==> config.mk <==
export PLATFORM = sky130hd
export DESIGN_NAME = pulse_counter_sync_input_regs
export DESIGN_NICKNAME = d
export VERILOG_FILES = /design/src/pulse_counter_pkg.sv /design/src/lf_tick_divider.sv /design/src/pulse_counter_sync_input_regs.sv
export SDC_FILE = /design/constraint.sdc
export NUM_CORES = 1
export LEC_CHECK = 0
export ABC_CLOCK_PERIOD_IN_PS = 7600
export BUFFER_PORTS_ARGS = -buffer_cell sky130_fd_sc_hd__buf_2
export CORE_ASPECT_RATIO = 2
export CORE_UTILIZATION = 54
export DETAILED_ROUTE_END_ITERATION = 10
export PLACE_DENSITY = 0.91
export SLEW_MARGIN = 0
export SYNTH_ARGS = -nofsm -noshare
export SYNTH_HDL_FRONTEND = slang
export SYNTH_SLANG_ARGS = --single-unit
==> constraint.sdc <==
create_clock -name clock -period 7.6 [get_ports clock]
set_input_delay 0.38 -clock clock [delete_from_list [all_inputs] [get_ports clock]]
set_output_delay 0.38 -clock clock [all_outputs]
set_load 0.01 [all_outputs]
==> src/pulse_counter_pkg.sv <==
// register map, field layout and reset values of the pulse counter register side
package pulse_counter_pkg;
  localparam int ADDR_W = 8;
  localparam int DATA_W = 32;
  // staged registers that cross into the counter domain
  localparam logic [7:0] CTRL_OFFSET = 8'h00;
  localparam logic [7:0] CMD_OFFSET = 8'h04;
  localparam logic [7:0] TOP_RELOAD_BUFFER_OFFSET = 8'h1c;
  // register side proper
  localparam logic [7:0] HOLD_OFFSET = 8'h2c;
  localparam logic [7:0] BUSY_OFFSET = 8'h30;
  localparam logic [7:0] AUX_OFFSET = 8'h38;
  localparam logic [7:0] INSEL_OFFSET = 8'h3c;
  // update_hold_control fields
  localparam int HOLD_BIT = 0;
  localparam logic HOLD_RESET = 1'h0;
  // sync_busy_flags fields
  localparam int BUSY_CTRL_BIT = 0;
  localparam int BUSY_CMD_BIT = 1;
  localparam int BUSY_TOP_RELOAD_BUFFER_BIT = 2;
  localparam int BUSY_W = 3;
  localparam logic [2:0] BUSY_RESET = 3'h0;
  // auxiliary_count_value fields
  localparam int AUX_W = 16;
  localparam logic [15:0] AUX_RESET = 16'h0000;
  // input_source_select fields
  localparam int IN0_SEL_LSB = 0;
  localparam int IN0_EN_BIT = 4;
  localparam int IN1_SEL_LSB = 6;
  localparam int IN1_EN_BIT = 10;
  localparam int SEL_W = 2;
  localparam int INSEL_W = 11;
  localparam logic [10:0] INSEL_WRITE_MASK = 11'h4d3;
  localparam logic [10:0] INSEL_RESET = 11'h000;
  // staged register widths and resets
  localparam int TOP_RELOAD_BUFFER_W = 16;
  localparam logic [31:0] CTRL_RESET = 32'h0000_0000;
  localparam logic [31:0] CMD_RESET = 32'h0000_0000;
  localparam logic [15:0] TOP_RELOAD_BUFFER_RESET = 16'h00ff;
  // reflex network width and counter domain clock ratio
  localparam int CHANNELS = 4;
  localparam int LF_DIV = 8;
endpackage : pulse_counter_pkg

==> src/lf_tick_divider.sv <==
// divider that marks each low-frequency counter clock edge with a one-cycle enable
`timescale 1ns/10ps
module lf_tick_divider #(
  parameter int DIV = pulse_counter_pkg::LF_DIV
) (
  // clock and reset
  input wire logic clock,
  input wire logic rst,
  // one-cycle enable, once every DIV cycles
  output logic tick
);
  localparam int CW = (DIV > 1) ? $clog2(DIV) : 1;
  localparam logic [CW-1:0] LAST = CW'(DIV - 1);

  logic [CW-1:0] count_r;

  // free-running count, wraps at the division ratio
  always_ff @(posedge clock or posedge rst) begin
    if (rst) begin
      count_r <= '0;
    end else if (count_r == LAST) begin
      count_r <= '0;
    end else begin
      count_r <= count_r + CW'(1);
    end
  end

  // registered so the enable never glitches
  always_ff @(posedge clock or posedge rst) begin
    if (rst) begin
      tick <= 1'b0;
    end else begin
      tick <= (count_r == LAST);
    end
  end
endmodule : lf_tick_divider

==> src/pulse_counter_sync_input_regs.sv <==
// register side of the pulse counter: update hold, sync busy, aux count, input select
//
// Operation
// hold bit keeps written values on bus side
// hold clear transfers writes promptly to counter
// hold set leaves counter domain untouched
// busy bit 2 while reload buffer syncs
// busy bit 1 while command syncs
// busy bit 0 while control syncs
// aux count readable in bits 15:0
// bit 10 routes reflex channel to input1
// bits 7:6 choose input1 reflex channel
// bit 4 routes reflex channel to input0
// bits 1:0 choose input0 reflex channel
// select values 0..3 mean channels 0..3
// software writes zero to reserved bits
// busy clears once value captured downstream
//
// Design decision made here: the address-and-strobe port.
`timescale 1ns/10ps
module pulse_counter_sync_input_regs #(
  parameter int LF_RATIO = pulse_counter_pkg::LF_DIV
) (
  // clock and reset
  input wire logic clock,
  input wire logic rst,
  // register port
  input wire logic [7:0] addr,
  input wire logic [31:0] wrData,
  input wire logic wrEn,
  input wire logic rdEn,
  output logic [31:0] rdData,
  // counter domain side
  output logic [31:0] counterCtrl,
  output logic [31:0] counterCmd,
  output logic counterCmdStrobe,
  output logic [15:0] counterTopb,
  input wire logic [15:0] auxCount,
  // counter input sources
  input wire logic pinInput0,
  input wire logic pinInput1,
  input wire logic [3:0] reflexChannel,
  output logic counterInput0,
  output logic counterInput1
);
  logic lfTick;
  logic holdUpdates_r;
  logic [2:0] busy_r;
  logic [31:0] ctrlShadow_r;
  logic [31:0] cmdShadow_r;
  logic [15:0] topbShadow_r;
  logic [10:0] inSel_r;
  logic wrCtrl;
  logic wrCmd;
  logic wrTopb;
  logic transfer;
  logic [31:0] rdData_nxt;

  // channel selection, shared by both counter inputs
  function automatic logic selectSource(input logic enable, input logic [1:0] sel, input logic pin,
                                        input logic [3:0] chans);
    logic picked;
    picked = chans[sel]; // value n picks channel n
    return enable ? picked : pin;
  endfunction : selectSource

  lf_tick_divider #(
    .DIV(LF_RATIO)
  ) u_tick (
    .clock(clock),
    .rst(rst),
    .tick(lfTick)
  );

  // write decode
  assign wrCtrl = wrEn && (addr == pulse_counter_pkg::CTRL_OFFSET);
  assign wrCmd = wrEn && (addr == pulse_counter_pkg::CMD_OFFSET);
  assign wrTopb = wrEn && (addr == pulse_counter_pkg::TOP_RELOAD_BUFFER_OFFSET);
  // transfers only on a counter clock edge, and never while held
  assign transfer = lfTick && !holdUpdates_r;

  // hold control
  always_ff @(posedge clock or posedge rst) begin
    if (rst) begin
      holdUpdates_r <= pulse_counter_pkg::HOLD_RESET;
    end else if (wrEn && addr == pulse_counter_pkg::HOLD_OFFSET) begin
      holdUpdates_r <= wrData[pulse_counter_pkg::HOLD_BIT];
    end
  end

  // bus side copies of the staged registers, held here while frozen
  always_ff @(posedge clock or posedge rst) begin
    if (rst) begin
      ctrlShadow_r <= pulse_counter_pkg::CTRL_RESET;
      cmdShadow_r <= pulse_counter_pkg::CMD_RESET;
      topbShadow_r <= pulse_counter_pkg::TOP_RELOAD_BUFFER_RESET;
    end else begin
      if (wrCtrl) begin
        ctrlShadow_r <= wrData;
      end
      if (wrCmd) begin
        cmdShadow_r <= wrData;
      end
      if (wrTopb) begin
        topbShadow_r <= wrData[15:0];
      end
    end
  end

  // busy flags: a write in the transfer cycle wins, so the newer value crosses next edge
  always_ff @(posedge clock or posedge rst) begin
    if (rst) begin
      busy_r <= pulse_counter_pkg::BUSY_RESET;
    end else begin
      if (wrCtrl) begin
        busy_r[pulse_counter_pkg::BUSY_CTRL_BIT] <= 1'b1;
      end else if (transfer) begin
        busy_r[pulse_counter_pkg::BUSY_CTRL_BIT] <= 1'b0;
      end
      if (wrCmd) begin
        busy_r[pulse_counter_pkg::BUSY_CMD_BIT] <= 1'b1;
      end else if (transfer) begin
        busy_r[pulse_counter_pkg::BUSY_CMD_BIT] <= 1'b0;
      end
      if (wrTopb) begin
        busy_r[pulse_counter_pkg::BUSY_TOP_RELOAD_BUFFER_BIT] <= 1'b1;
      end else if (transfer) begin
        busy_r[pulse_counter_pkg::BUSY_TOP_RELOAD_BUFFER_BIT] <= 1'b0;
      end
    end
  end

  // counter domain copies, loaded only on a transfer edge
  always_ff @(posedge clock or posedge rst) begin
    if (rst) begin
      counterCtrl <= pulse_counter_pkg::CTRL_RESET;
      counterCmd <= pulse_counter_pkg::CMD_RESET;
      counterTopb <= pulse_counter_pkg::TOP_RELOAD_BUFFER_RESET;
    end else if (transfer) begin
      counterCtrl <= ctrlShadow_r;
      counterCmd <= cmdShadow_r;
      counterTopb <= topbShadow_r;
    end
  end

  // command acts once per write, so it is a strobe rather than a level
  always_ff @(posedge clock or posedge rst) begin
    if (rst) begin
      counterCmdStrobe <= 1'b0;
    end else begin
      counterCmdStrobe <= transfer && busy_r[pulse_counter_pkg::BUSY_CMD_BIT];
    end
  end

  // input select; unused field bits are not stored, so they read back zero
  always_ff @(posedge clock or posedge rst) begin
    if (rst) begin
      inSel_r <= pulse_counter_pkg::INSEL_RESET;
    end else if (wrEn && addr == pulse_counter_pkg::INSEL_OFFSET) begin
      inSel_r <= wrData[10:0] & pulse_counter_pkg::INSEL_WRITE_MASK;
    end
  end

  // counter input sources, registered so outputs come from flops
  always_ff @(posedge clock or posedge rst) begin
    if (rst) begin
      counterInput0 <= 1'b0;
      counterInput1 <= 1'b0;
    end else begin
      counterInput0 <= selectSource(inSel_r[pulse_counter_pkg::IN0_EN_BIT], inSel_r[1:0],
                                    pinInput0, reflexChannel);
      counterInput1 <= selectSource(inSel_r[pulse_counter_pkg::IN1_EN_BIT], inSel_r[7:6],
                                    pinInput1, reflexChannel);
    end
  end

  // read mux; unmapped and command offsets read zero
  always_comb begin
    rdData_nxt = 32'h0000_0000;
    case (addr)
      pulse_counter_pkg::CTRL_OFFSET: rdData_nxt = ctrlShadow_r;
      pulse_counter_pkg::TOP_RELOAD_BUFFER_OFFSET: rdData_nxt = {16'h0000, topbShadow_r};
      pulse_counter_pkg::HOLD_OFFSET: rdData_nxt = {31'h0000_0000, holdUpdates_r};
      pulse_counter_pkg::BUSY_OFFSET: rdData_nxt = {29'h0000_0000, busy_r};
      pulse_counter_pkg::AUX_OFFSET: rdData_nxt = {16'h0000, auxCount};
      pulse_counter_pkg::INSEL_OFFSET: rdData_nxt = {21'h00_0000, inSel_r};
      default: rdData_nxt = 32'h0000_0000;
    endcase
  end

  // read data stands only in the cycle after the strobe
  always_ff @(posedge clock or posedge rst) begin
    if (rst) begin
      rdData <= 32'h0000_0000;
    end else if (rdEn) begin
      rdData <= rdData_nxt;
    end else begin
      rdData <= 32'h0000_0000;
    end
  end

  // checks
  a_hold_keeps_ctrl: assert property (@(posedge clock) disable iff (rst)
    holdUpdates_r |=> $stable(counterCtrl) && $stable(counterTopb))
    else $error("counter domain changed while updates held");

  a_hold_no_cmd: assert property (@(posedge clock) disable iff (rst)
    holdUpdates_r |=> !counterCmdStrobe)
    else $error("command strobe while updates held");

  a_transfer_copies: assert property (@(posedge clock) disable iff (rst)
    (lfTick && !holdUpdates_r) |=> counterCtrl == $past(ctrlShadow_r) && counterTopb == $past(topbShadow_r))
    else $error("transfer did not copy staged values");

  a_ctrl_busy_set: assert property (@(posedge clock) disable iff (rst)
    wrCtrl |=> busy_r[0] && ctrlShadow_r == $past(wrData))
    else $error("control write did not raise busy");

  a_cmd_busy_strobe: assert property (@(posedge clock) disable iff (rst)
    (wrCmd && !holdUpdates_r) |=> busy_r[1] ##[1:9] counterCmdStrobe)
    else $error("command busy or strobe missing");

  a_top_reload_buffer_busy_set: assert property (@(posedge clock) disable iff (rst)
    wrTopb |=> busy_r[2])
    else $error("reload buffer write did not raise busy");

  a_busy_clears: assert property (@(posedge clock) disable iff (rst)
    (busy_r[0] && lfTick && !holdUpdates_r && !wrCtrl) |=> !busy_r[0] && counterCtrl == ctrlShadow_r)
    else $error("busy flag not cleared after capture");

  a_aux_read: assert property (@(posedge clock) disable iff (rst)
    (rdEn && addr == pulse_counter_pkg::AUX_OFFSET) |=> rdData == {16'h0000, $past(auxCount)})
    else $error("aux count read mismatch");

  a_input0_route: assert property (@(posedge clock) disable iff (rst)
    $past(inSel_r[4]) |-> counterInput0 == $past(reflexChannel[inSel_r[1:0]]))
    else $error("input0 reflex routing wrong");

  a_input1_route: assert property (@(posedge clock) disable iff (rst)
    !$past(inSel_r[10]) |-> counterInput1 == $past(pinInput1))
    else $error("input1 pin routing wrong");

  a_input1_reflex: assert property (@(posedge clock) disable iff (rst)
    $past(inSel_r[pulse_counter_pkg::IN1_EN_BIT]) |-> counterInput1 == $past(reflexChannel[inSel_r[7:6]]))
    else $error("input1 reflex routing wrong");

  a_input0_pin: assert property (@(posedge clock) disable iff (rst)
    !$past(inSel_r[pulse_counter_pkg::IN0_EN_BIT]) |-> counterInput0 == $past(pinInput0))
    else $error("input0 pin routing wrong");

  // staging and busy flags of the command and reload buffer paths
  a_cmd_busy_set: assert property (@(posedge clock) disable iff (rst)
    wrCmd |=> busy_r[1] && cmdShadow_r == $past(wrData))
    else $error("command write did not raise busy");

  a_top_reload_buffer_data: assert property (@(posedge clock) disable iff (rst)
    wrTopb |=> topbShadow_r == $past(wrData[15:0]))
    else $error("reload buffer write not staged");

  a_busy_idle_quiet: assert property (@(posedge clock) disable iff (rst)
    (busy_r == 3'h0 && !wrEn) |=> busy_r == 3'h0)
    else $error("busy flag rose without a write");

  a_held_busy_stays: assert property (@(posedge clock) disable iff (rst)
    holdUpdates_r |=> (busy_r & $past(busy_r)) == $past(busy_r))
    else $error("busy flag cleared while updates held");

  a_cmd_busy_clears: assert property (@(posedge clock) disable iff (rst)
    (busy_r[1] && lfTick && !holdUpdates_r && !wrCmd) |=>
      !busy_r[1] && counterCmdStrobe && counterCmd == cmdShadow_r)
    else $error("command busy not cleared after capture");

  a_top_reload_buffer_busy_clears: assert property (@(posedge clock) disable iff (rst)
    (busy_r[2] && lfTick && !holdUpdates_r && !wrTopb) |=>
      !busy_r[2] && counterTopb == topbShadow_r)
    else $error("reload buffer busy not cleared after capture");

  a_strobe_needs_cmd: assert property (@(posedge clock) disable iff (rst)
    counterCmdStrobe |-> $past(busy_r[1]))
    else $error("command strobe without a pending command");

  a_strobe_one_cycle: assert property (@(posedge clock) disable iff (rst)
    counterCmdStrobe |=> !counterCmdStrobe)
    else $error("command strobe longer than one cycle");

  // hold bit and read port
  a_hold_write: assert property (@(posedge clock) disable iff (rst)
    (wrEn && addr == pulse_counter_pkg::HOLD_OFFSET) |=> holdUpdates_r == $past(wrData[pulse_counter_pkg::HOLD_BIT]))
    else $error("hold bit write not taken");

  a_hold_read: assert property (@(posedge clock) disable iff (rst)
    (rdEn && addr == pulse_counter_pkg::HOLD_OFFSET) |=> rdData == {31'h0000_0000, $past(holdUpdates_r)})
    else $error("hold bit read mismatch");

  a_busy_read: assert property (@(posedge clock) disable iff (rst)
    (rdEn && addr == pulse_counter_pkg::BUSY_OFFSET) |=> rdData == {29'h0000_0000, $past(busy_r)})
    else $error("busy flag read mismatch");

  a_insel_reserved: assert property (@(posedge clock) disable iff (rst)
    (rdEn && addr == pulse_counter_pkg::INSEL_OFFSET) |=>
      (rdData & ~{21'h00_0000, pulse_counter_pkg::INSEL_WRITE_MASK}) == 32'h0000_0000)
    else $error("input select reserved bits read nonzero");

  a_read_idle_zero: assert property (@(posedge clock) disable iff (rst)
    !rdEn |=> rdData == 32'h0000_0000)
    else $error("read data outside its cycle");

  c_held_release: cover property (@(posedge clock) disable iff (rst)
    holdUpdates_r && busy_r[0] ##1 !holdUpdates_r ##[1:9] !busy_r[0]);
  c_cmd_strobe: cover property (@(posedge clock) disable iff (rst) counterCmdStrobe);
  c_aux_read: cover property (@(posedge clock) disable iff (rst)
    rdEn && addr == pulse_counter_pkg::AUX_OFFSET);
  c_top_reload_buffer_cross: cover property (@(posedge clock) disable iff (rst) busy_r[2] ##1 !busy_r[2]);
  c_both_reflex: cover property (@(posedge clock) disable iff (rst)
    inSel_r[pulse_counter_pkg::IN0_EN_BIT] && inSel_r[pulse_counter_pkg::IN1_EN_BIT]);
endmodule : pulse_counter_sync_input_regs

==> results_dict.tcl, run 1 <==
set metrics [dict create \
    cts.repair.resized 0 \
    synth_nets 584 \
    num_vias 5043 \
    globalRouteOverflowTotal 0 \
    required_ns 7.95 \
    final_common_cell "dfrtp_1" \
    avgSynthCellArea_um2 15.7 \
    worstSetupPathType "primary input to flip-flop" \
    cts_inserted_buffers 18 \
    synthCells 516 \
    cts_tree "done" \
    first_pass_iters 4 \
    synth_edf_count 0 \
    dieArea_um2 15500 \
    synth-warning-count 0 \
    antenna_found_initial 0 \
    yosysTopAreaCellShare_pct 59.7 \
    period_share_pct 29.1 \
    crit_buf_inv 1 \
    grt_pass1_vias 5412 \
    rsz0062_at_grt "no" \
    powerDensity_nw_per_um2 232 \
    endpoint_kind "flip-flop" \
    dpl.hpwl_um 13200 \
    fin_setup_tns_ns 0 \
    hold_path.class "primary input to asynchronous set/reset pin" \
    total_power_mw 2.26 \
    seq_area_frac_synth_pct 64.9 \
    clkLatencyLatePin_ns 0.47 \
    peakVddDrop_v 0.000231 \
    track_usage_pct 24.9 \
    wirelength_um 18700 \
    post_cts_buffers 0 \
    dp_slack_ns 4.95 \
    period_needed_ns 2.21 \
    dieHeight_um 175 \
    tightestPinTransition_ns 1.17 \
    clk_root_buffer_cell "clkbuf_16" \
    worst_setup_path_start_kind "primary input" \
    finalWeightedCongestion 0.864 \
    hold_violations 0 \
    route.detailed.drc 0 \
    grt_max_degree 128 \
    start_util_pct 54.9 \
    synth_ff_type "dfrtp_1" \
    ys_seq_elements 209 \
    layout_common_cells "193 x dfrtp_1, 180 x buf_2, 157 x mux2_2, 21 x nand2_1, 19 x clkbuf_16" \
    die_w_um 88.6 \
    wire_per_inst_um 20.9 \
    vias_per_cell 5.62 \
    crit_family "simple AND/OR/NAND/NOR gates" \
    setup_ws_ns 5.39 \
    status "finished, final reports clean" \
    yosysUniqueCellTypes 40 \
    max_slew_margin_pct 21.7 \
    diodes 0 \
    seq_area_um2 5250 \
    fillers 1018 \
    coreArea_um2 14700 \
    crit_arrival_ns 2.56 \
    clkTransAtPathRegs_ns 0.06 \
    multiInputGateArea_um2 2700 \
    synth.largest_area_cell "dfrtp_1" \
    ctsHtreeMaxLevel 1 \
    crit_path_cell_trace "buf_2 > nor4_2 > and2_4 > nand2_2 > mux2_1" \
    drv_slew 0 \
    ys_top_cells_by_area "dfrtp_1 60%, mux2_2 22%, dfstp_2 5.2%" \
    cts_sinks 209 \
    finalClockSkew_ns 0.00842 \
    core.rowCount 63 \
    slowest_stage "nand2_2" \
    clk_path_buf_depth 3 \
    setup_viol 0 \
    synth_async_sr_flop_share_pct 100 \
    leakage_nw 5.31 \
    fmax_mhz 452 \
    ant_nets 0 \
    hold_buffers 0 \
    syn_area_um2 8090 \
    fin_nets 759 \
    pin_count 181 \
    port-buffer-count 180 \
    syn2layout_area_growth_pct 20.4 \
    grt_pass1_wl_um 28700 \
    drv_cap 0 \
    first_iter_violations 363 \
    max_stage_delay_ns 0.60 \
    drive_above_1_share_pct 57.6 \
    critPathMaxFanout 33 \
]
metal layers:
layer | up-vias | part of all wire, % | GRT usage [%]
met2 | 196 | 55 | 43.6
met1 | 2592 | 35 | 28.0
met3 | 65 | 4.0 | 3.07
li1 | 2190 | - | -
met4 | 0 | 6.0 | 14.9
met5 | - | 0 | 0
synthesized netlist by cell type, types with 2 or more instances:
| master | instances |
|---|---|
| a222oi_1 | 4 |
| ha_1 | 2 |
| a22o_1 | 3 |
| dfstp_2 | 16 |
| and3_1 | 17 |
| buf_2 | 13 |
| mux2_2 | 157 |
| mux2_1 | 5 |
| nor2_1 | 6 |
| mux4_2 | 2 |
| inv_1 | 3 |
| buf_4 | 4 |
| a22oi_1 | 13 |
| a21oi_1 | 14 |
| clkbuf_1 | 9 |
| and4_1 | 2 |
| mux2_4 | 9 |
| nand2_1 | 21 |
| and4b_1 | 3 |
| dfrtp_1 | 193 |
where the power goes:
part	switching, mW	total, mW	internal, mW	leakage [nW]
Combinational	0.0756	0.141	0.0654	2.19
Sequential	0.0296	1.19	1.16	2.83
Clock	0.387	0.928	0.541	0.296
Total	0.492	2.26	1.77	5.31
layout make-up:
| type | instances | share of cell area, % |
|---|---|---|
| inverter | 3 | 0.193 |
| clock inverter | 5 | 0.565 |
| timing repair buffer | 182 | 9.41 |
| clock buffer | 27 | 5.71 |
| multi-input combinational | 277 | 27.7 |
| sequential | 209 | 53.9 |
| tap | 195 | 2.51 |
worst reg2reg max path: cells and delay by family, from the launching register on:
kind	cells	cell delay (ns)
AND/OR/NAND/NOR	1	0.92
flip-flops	1	0.40
multiplexers	1	0.47
logic make-up after synthesis:
| family | count (synthesis) | share of synthesized area (%) |
|---|---|---|
| AOI/OAI and AO/OA | 39 | 3.36 |
| buffers and inverters | 30 | 1.87 |
| muxes | 173 | 24.8 |
| adders and majority gates | 2 | 0.309 |
| DFF | 209 | 64.9 |
| and+or+nand+nor | 63 | 4.79 |
state kept, by name (all words and copies together) (netlist names):
signal            count
counterCmd           32
ctrlShadow_r         32
holdUpdates_r         1
u_tick.tick           1
cmdShadow_r          32
counterCmdStrobe      1
counterInput0         1
u_tick.count_r        3
counterInput1         1
counterTopb          16
inSel_r               6
busy_r                3
topbShadow_r         16
counterCtrl          32
rdData               32
through the flow:
step           area [um2]  cells  hold WS, ns  utilization, %
2_1_floorplan        8090    516        0.403               -
3_3_place_gp         9130    866        0.414            61.9
3_5_place_dp         9130    866        0.433            61.9
4_1_cts              9740    898        0.114            66.1
5_1_grt              9740    898        0.145            66.1
6_report             9740    898       0.0588            66.1
final timing paths:
kind / from / endpoint / slack (ns) / cells after the start
max: addr[1] / ctrlShadow_r[2] / 5.39 / 5
min: rst / counterCmd[1] / 0.06 / 2
max reg2reg: holdUpdates_r / counterCtrl[27] / 5.69 / 2
min reg2reg: u_tick.count_r[0] / u_tick.count_r[0] / 0.45 / 1
max in group asynchronous: rst / counterCtrl[21] / 5.95 / 3
min in group clock: wrData[20] / ctrlShadow_r[20] / 0.14 / 2
No activity file was read; power rests on OpenSTA's default activity.
==> run 2, diff against run 1 <==
--- a/config.mk
+++ b/config.mk
@@ -5,12 +5,12 @@
 export SDC_FILE = /design/constraint.sdc
 export NUM_CORES = 1
 export LEC_CHECK = 0
-export ABC_CLOCK_PERIOD_IN_PS = 7600
+export ABC_CLOCK_PERIOD_IN_PS = 2000
 export BUFFER_PORTS_ARGS = -buffer_cell sky130_fd_sc_hd__buf_2
 export CORE_ASPECT_RATIO = 2
-export CORE_UTILIZATION = 54
+export CORE_UTILIZATION = 49
 export DETAILED_ROUTE_END_ITERATION = 10
-export PLACE_DENSITY = 0.91
+export PLACE_DENSITY = 0.87
 export SLEW_MARGIN = 0
 export SYNTH_ARGS = -nofsm -noshare
 export SYNTH_HDL_FRONTEND = slang
==> constraint.sdc (replaced) <==
create_clock -name clock -period 2 [get_ports clock]
set_input_delay 0.1 -clock clock [delete_from_list [all_inputs] [get_ports clock]]
set_output_delay 0.1 -clock clock [all_outputs]
set_load 0.01 [all_outputs]
==> results_dict.tcl, run 2 (synthesized netlist as in run 1, its figures left out) <==
set metrics [dict create \
    finalClockSkew_ns 0.0123 \
    vias_per_cell 5.57 \
    status "finished, final reports clean" \
    fmax_mhz 561 \
    dieHeight_um 184 \
    pin_count 181 \
    first_pass_iters 5 \
    endpoint "rdData[1]" \
    period_needed_ns 1.78 \
    powerDensity_nw_per_um2 843 \
    cts_inserted_buffers 19 \
    clk_path_buf_depth 3 \
    dpl_cell_area_um2 9290 \
    first_iter_violations 254 \
    period_share_pct 89.2 \
    track_usage_pct 24.3 \
    ctsHtreeMaxLevel 1 \
    coreArea_um2 16200 \
    fin_setup_tns_ns 0 \
    leakage_nw 5.61 \
    max_slew_margin_pct 58.5 \
    endpoint_kind "flip-flop" \
    stdcell_count 973 \
    core.rowCount 66 \
    required_ns 2.41 \
    post_cts_buffers 0 \
    finalWeightedCongestion 0.851 \
    wire_per_inst_um 20.8 \
    dieArea_um2 17100 \
    worstRegToRegCells 4 \
    slowest_stage "and4b_1" \
    globalRouteOverflowTotal 0 \
    syn2layout_area_growth_pct 28.7 \
    peakVddDrop_v 0.000771 \
    layout_common_cells "193 x dfrtp_1, 180 x buf_2, 157 x mux2_2, 50 x dlygate4sd3_1, 21 x nand2_1" \
    cts_sinks 209 \
    port-buffer-count 180 \
    hold_path.class "primary input to flip-flop" \
    worstSetupPathType "primary input to flip-flop" \
    ant_nets 0 \
    setup_viol 0 \
    wirelength_um 20200 \
    drv_cap 0 \
    reg2reg_from "inSel_r[1]" \
    final_common_cell "dfrtp_1" \
    max_stage_delay_ns 0.62 \
    die_w_um 92.9 \
    hold_violations 0 \
    grt_pass1_vias 6008 \
    drive_above_1_share_pct 54.6 \
    r2r-end "rdData[1]" \
    drv_slew 0 \
    route.detailed.drc 0 \
    dp_cells 889 \
    critPathMaxFanout 11 \
    fin_nets 824 \
    tightestPinTransition_ns 0.623 \
    grt_max_degree 74 \
    cts_tree "done" \
    rsz0062_at_grt "no" \
    total_power_mw 8.78 \
    crit_start "addr[5]" \
    start_util_pct 50.0 \
    clkLatencyLatePin_ns 0.49 \
    ff2ff_setup_slack_ns 0.40 \
    num_vias 5419 \
    worst_setup_path_start_kind "primary input" \
    crit_path_cell_trace "buf_2 > and4bb_2 > and4b_1 > a22oi_1 > a21oi_1 > dlygate4sd3_1" \
    crit_arrival_ns 2.20 \
    dpl.hpwl_um 14100 \
    final_area_um2 10400 \
    holdWs_ns 0.0304 \
    clkTransAtPathRegs_ns 0.06 \
    antenna_found_initial 2 \
    clk_root_buffer_cell "clkbuf_16" \
    grt_pass1_wl_um 31700 \
]
-- run 2: changes by cell type in the layout (fill, tap and decap cells not counted), moves of 2 or more --
cell and change:
dlygate4sd3_1 +50, buf_4 +10, buf_12 +4, clkbuf_8 -2, diode_2 +2
-- run 2: worst min-delay path by stage --
stage | to | slack [ns] | startpoint | cells past startpoint
6_report | rdData[0] | 0.03 | rdEn | 3
5_1_grt | rdData[0] | 0.03 | rdEn | 3
4_1_cts | rdData[0] | 0.02 | rdEn | 3
3_5_place_dp | inSel_r[4] | 0.12 | rst | 2
3_3_place_gp | inSel_r[4] | 0.12 | rst | 2
2_1_floorplan | ctrlShadow_r[0] | 0.23 | wrData[0] | 1
-- run 2: what timing repair did --
action | 4_1_cts | 5_1_grt
hold buffers | 50 | 0
resized for setup | 0 | 0
endpoints found under the hold margin | 171 | 0
-- run 2: layout make-up --
type	instances	area [um2]
Sequential cell	209	5250
Multi-Input combinational cell	277	2700
Tap cell	204	255
Timing Repair Buffer	246	1570
Antenna cell	2	5.00
Inverter	3	15.0
Fill cell	1166	5770
Clock buffer	25	528
Clock inverter	7	92.6
-- run 2: routing by layer --
| layer | global-route usage, % | share of wire (%) | vias to the layer above |
|---|---|---|---|
| met1 | 26.0 | 35 | 2748 |
| met3 | 3.27 | 5.3 | 81 |
| li1 | - | - | 2340 |
| met4 | 15.9 | 6.6 | 0 |
| met2 | 43.8 | 54 | 250 |
| met5 | 0 | 0 | - |
-- run 2: through the flow --
stage | util (%) | worst slack [ns]
2_1_floorplan | - | -0.801
3_3_place_gp | 57.4 | 0.310
3_5_place_dp | 57.4 | 0.234
4_1_cts | 64.3 | 0.325
5_1_grt | 64.3 | 0.168
6_report | 64.3 | 0.216
-- run 2: power breakdown --
part / internal (mW) / leakage [nW] / switching (mW)
combinational: 0.322 / 2.48 / 0.311
sequential: 4.41 / 2.83 / 0.108
clock: 2.12 / 0.308 / 1.51
total: 6.85 / 5.61 / 1.93
-- run 2: worst max-delay path, delay by kind of cell --
kind / cells / cell delay, ns
AOI/OAI and AO/OA: 2 / 0.35
buffers and inverters: 2 / 0.79
and+or+nand+nor: 2 / 0.95
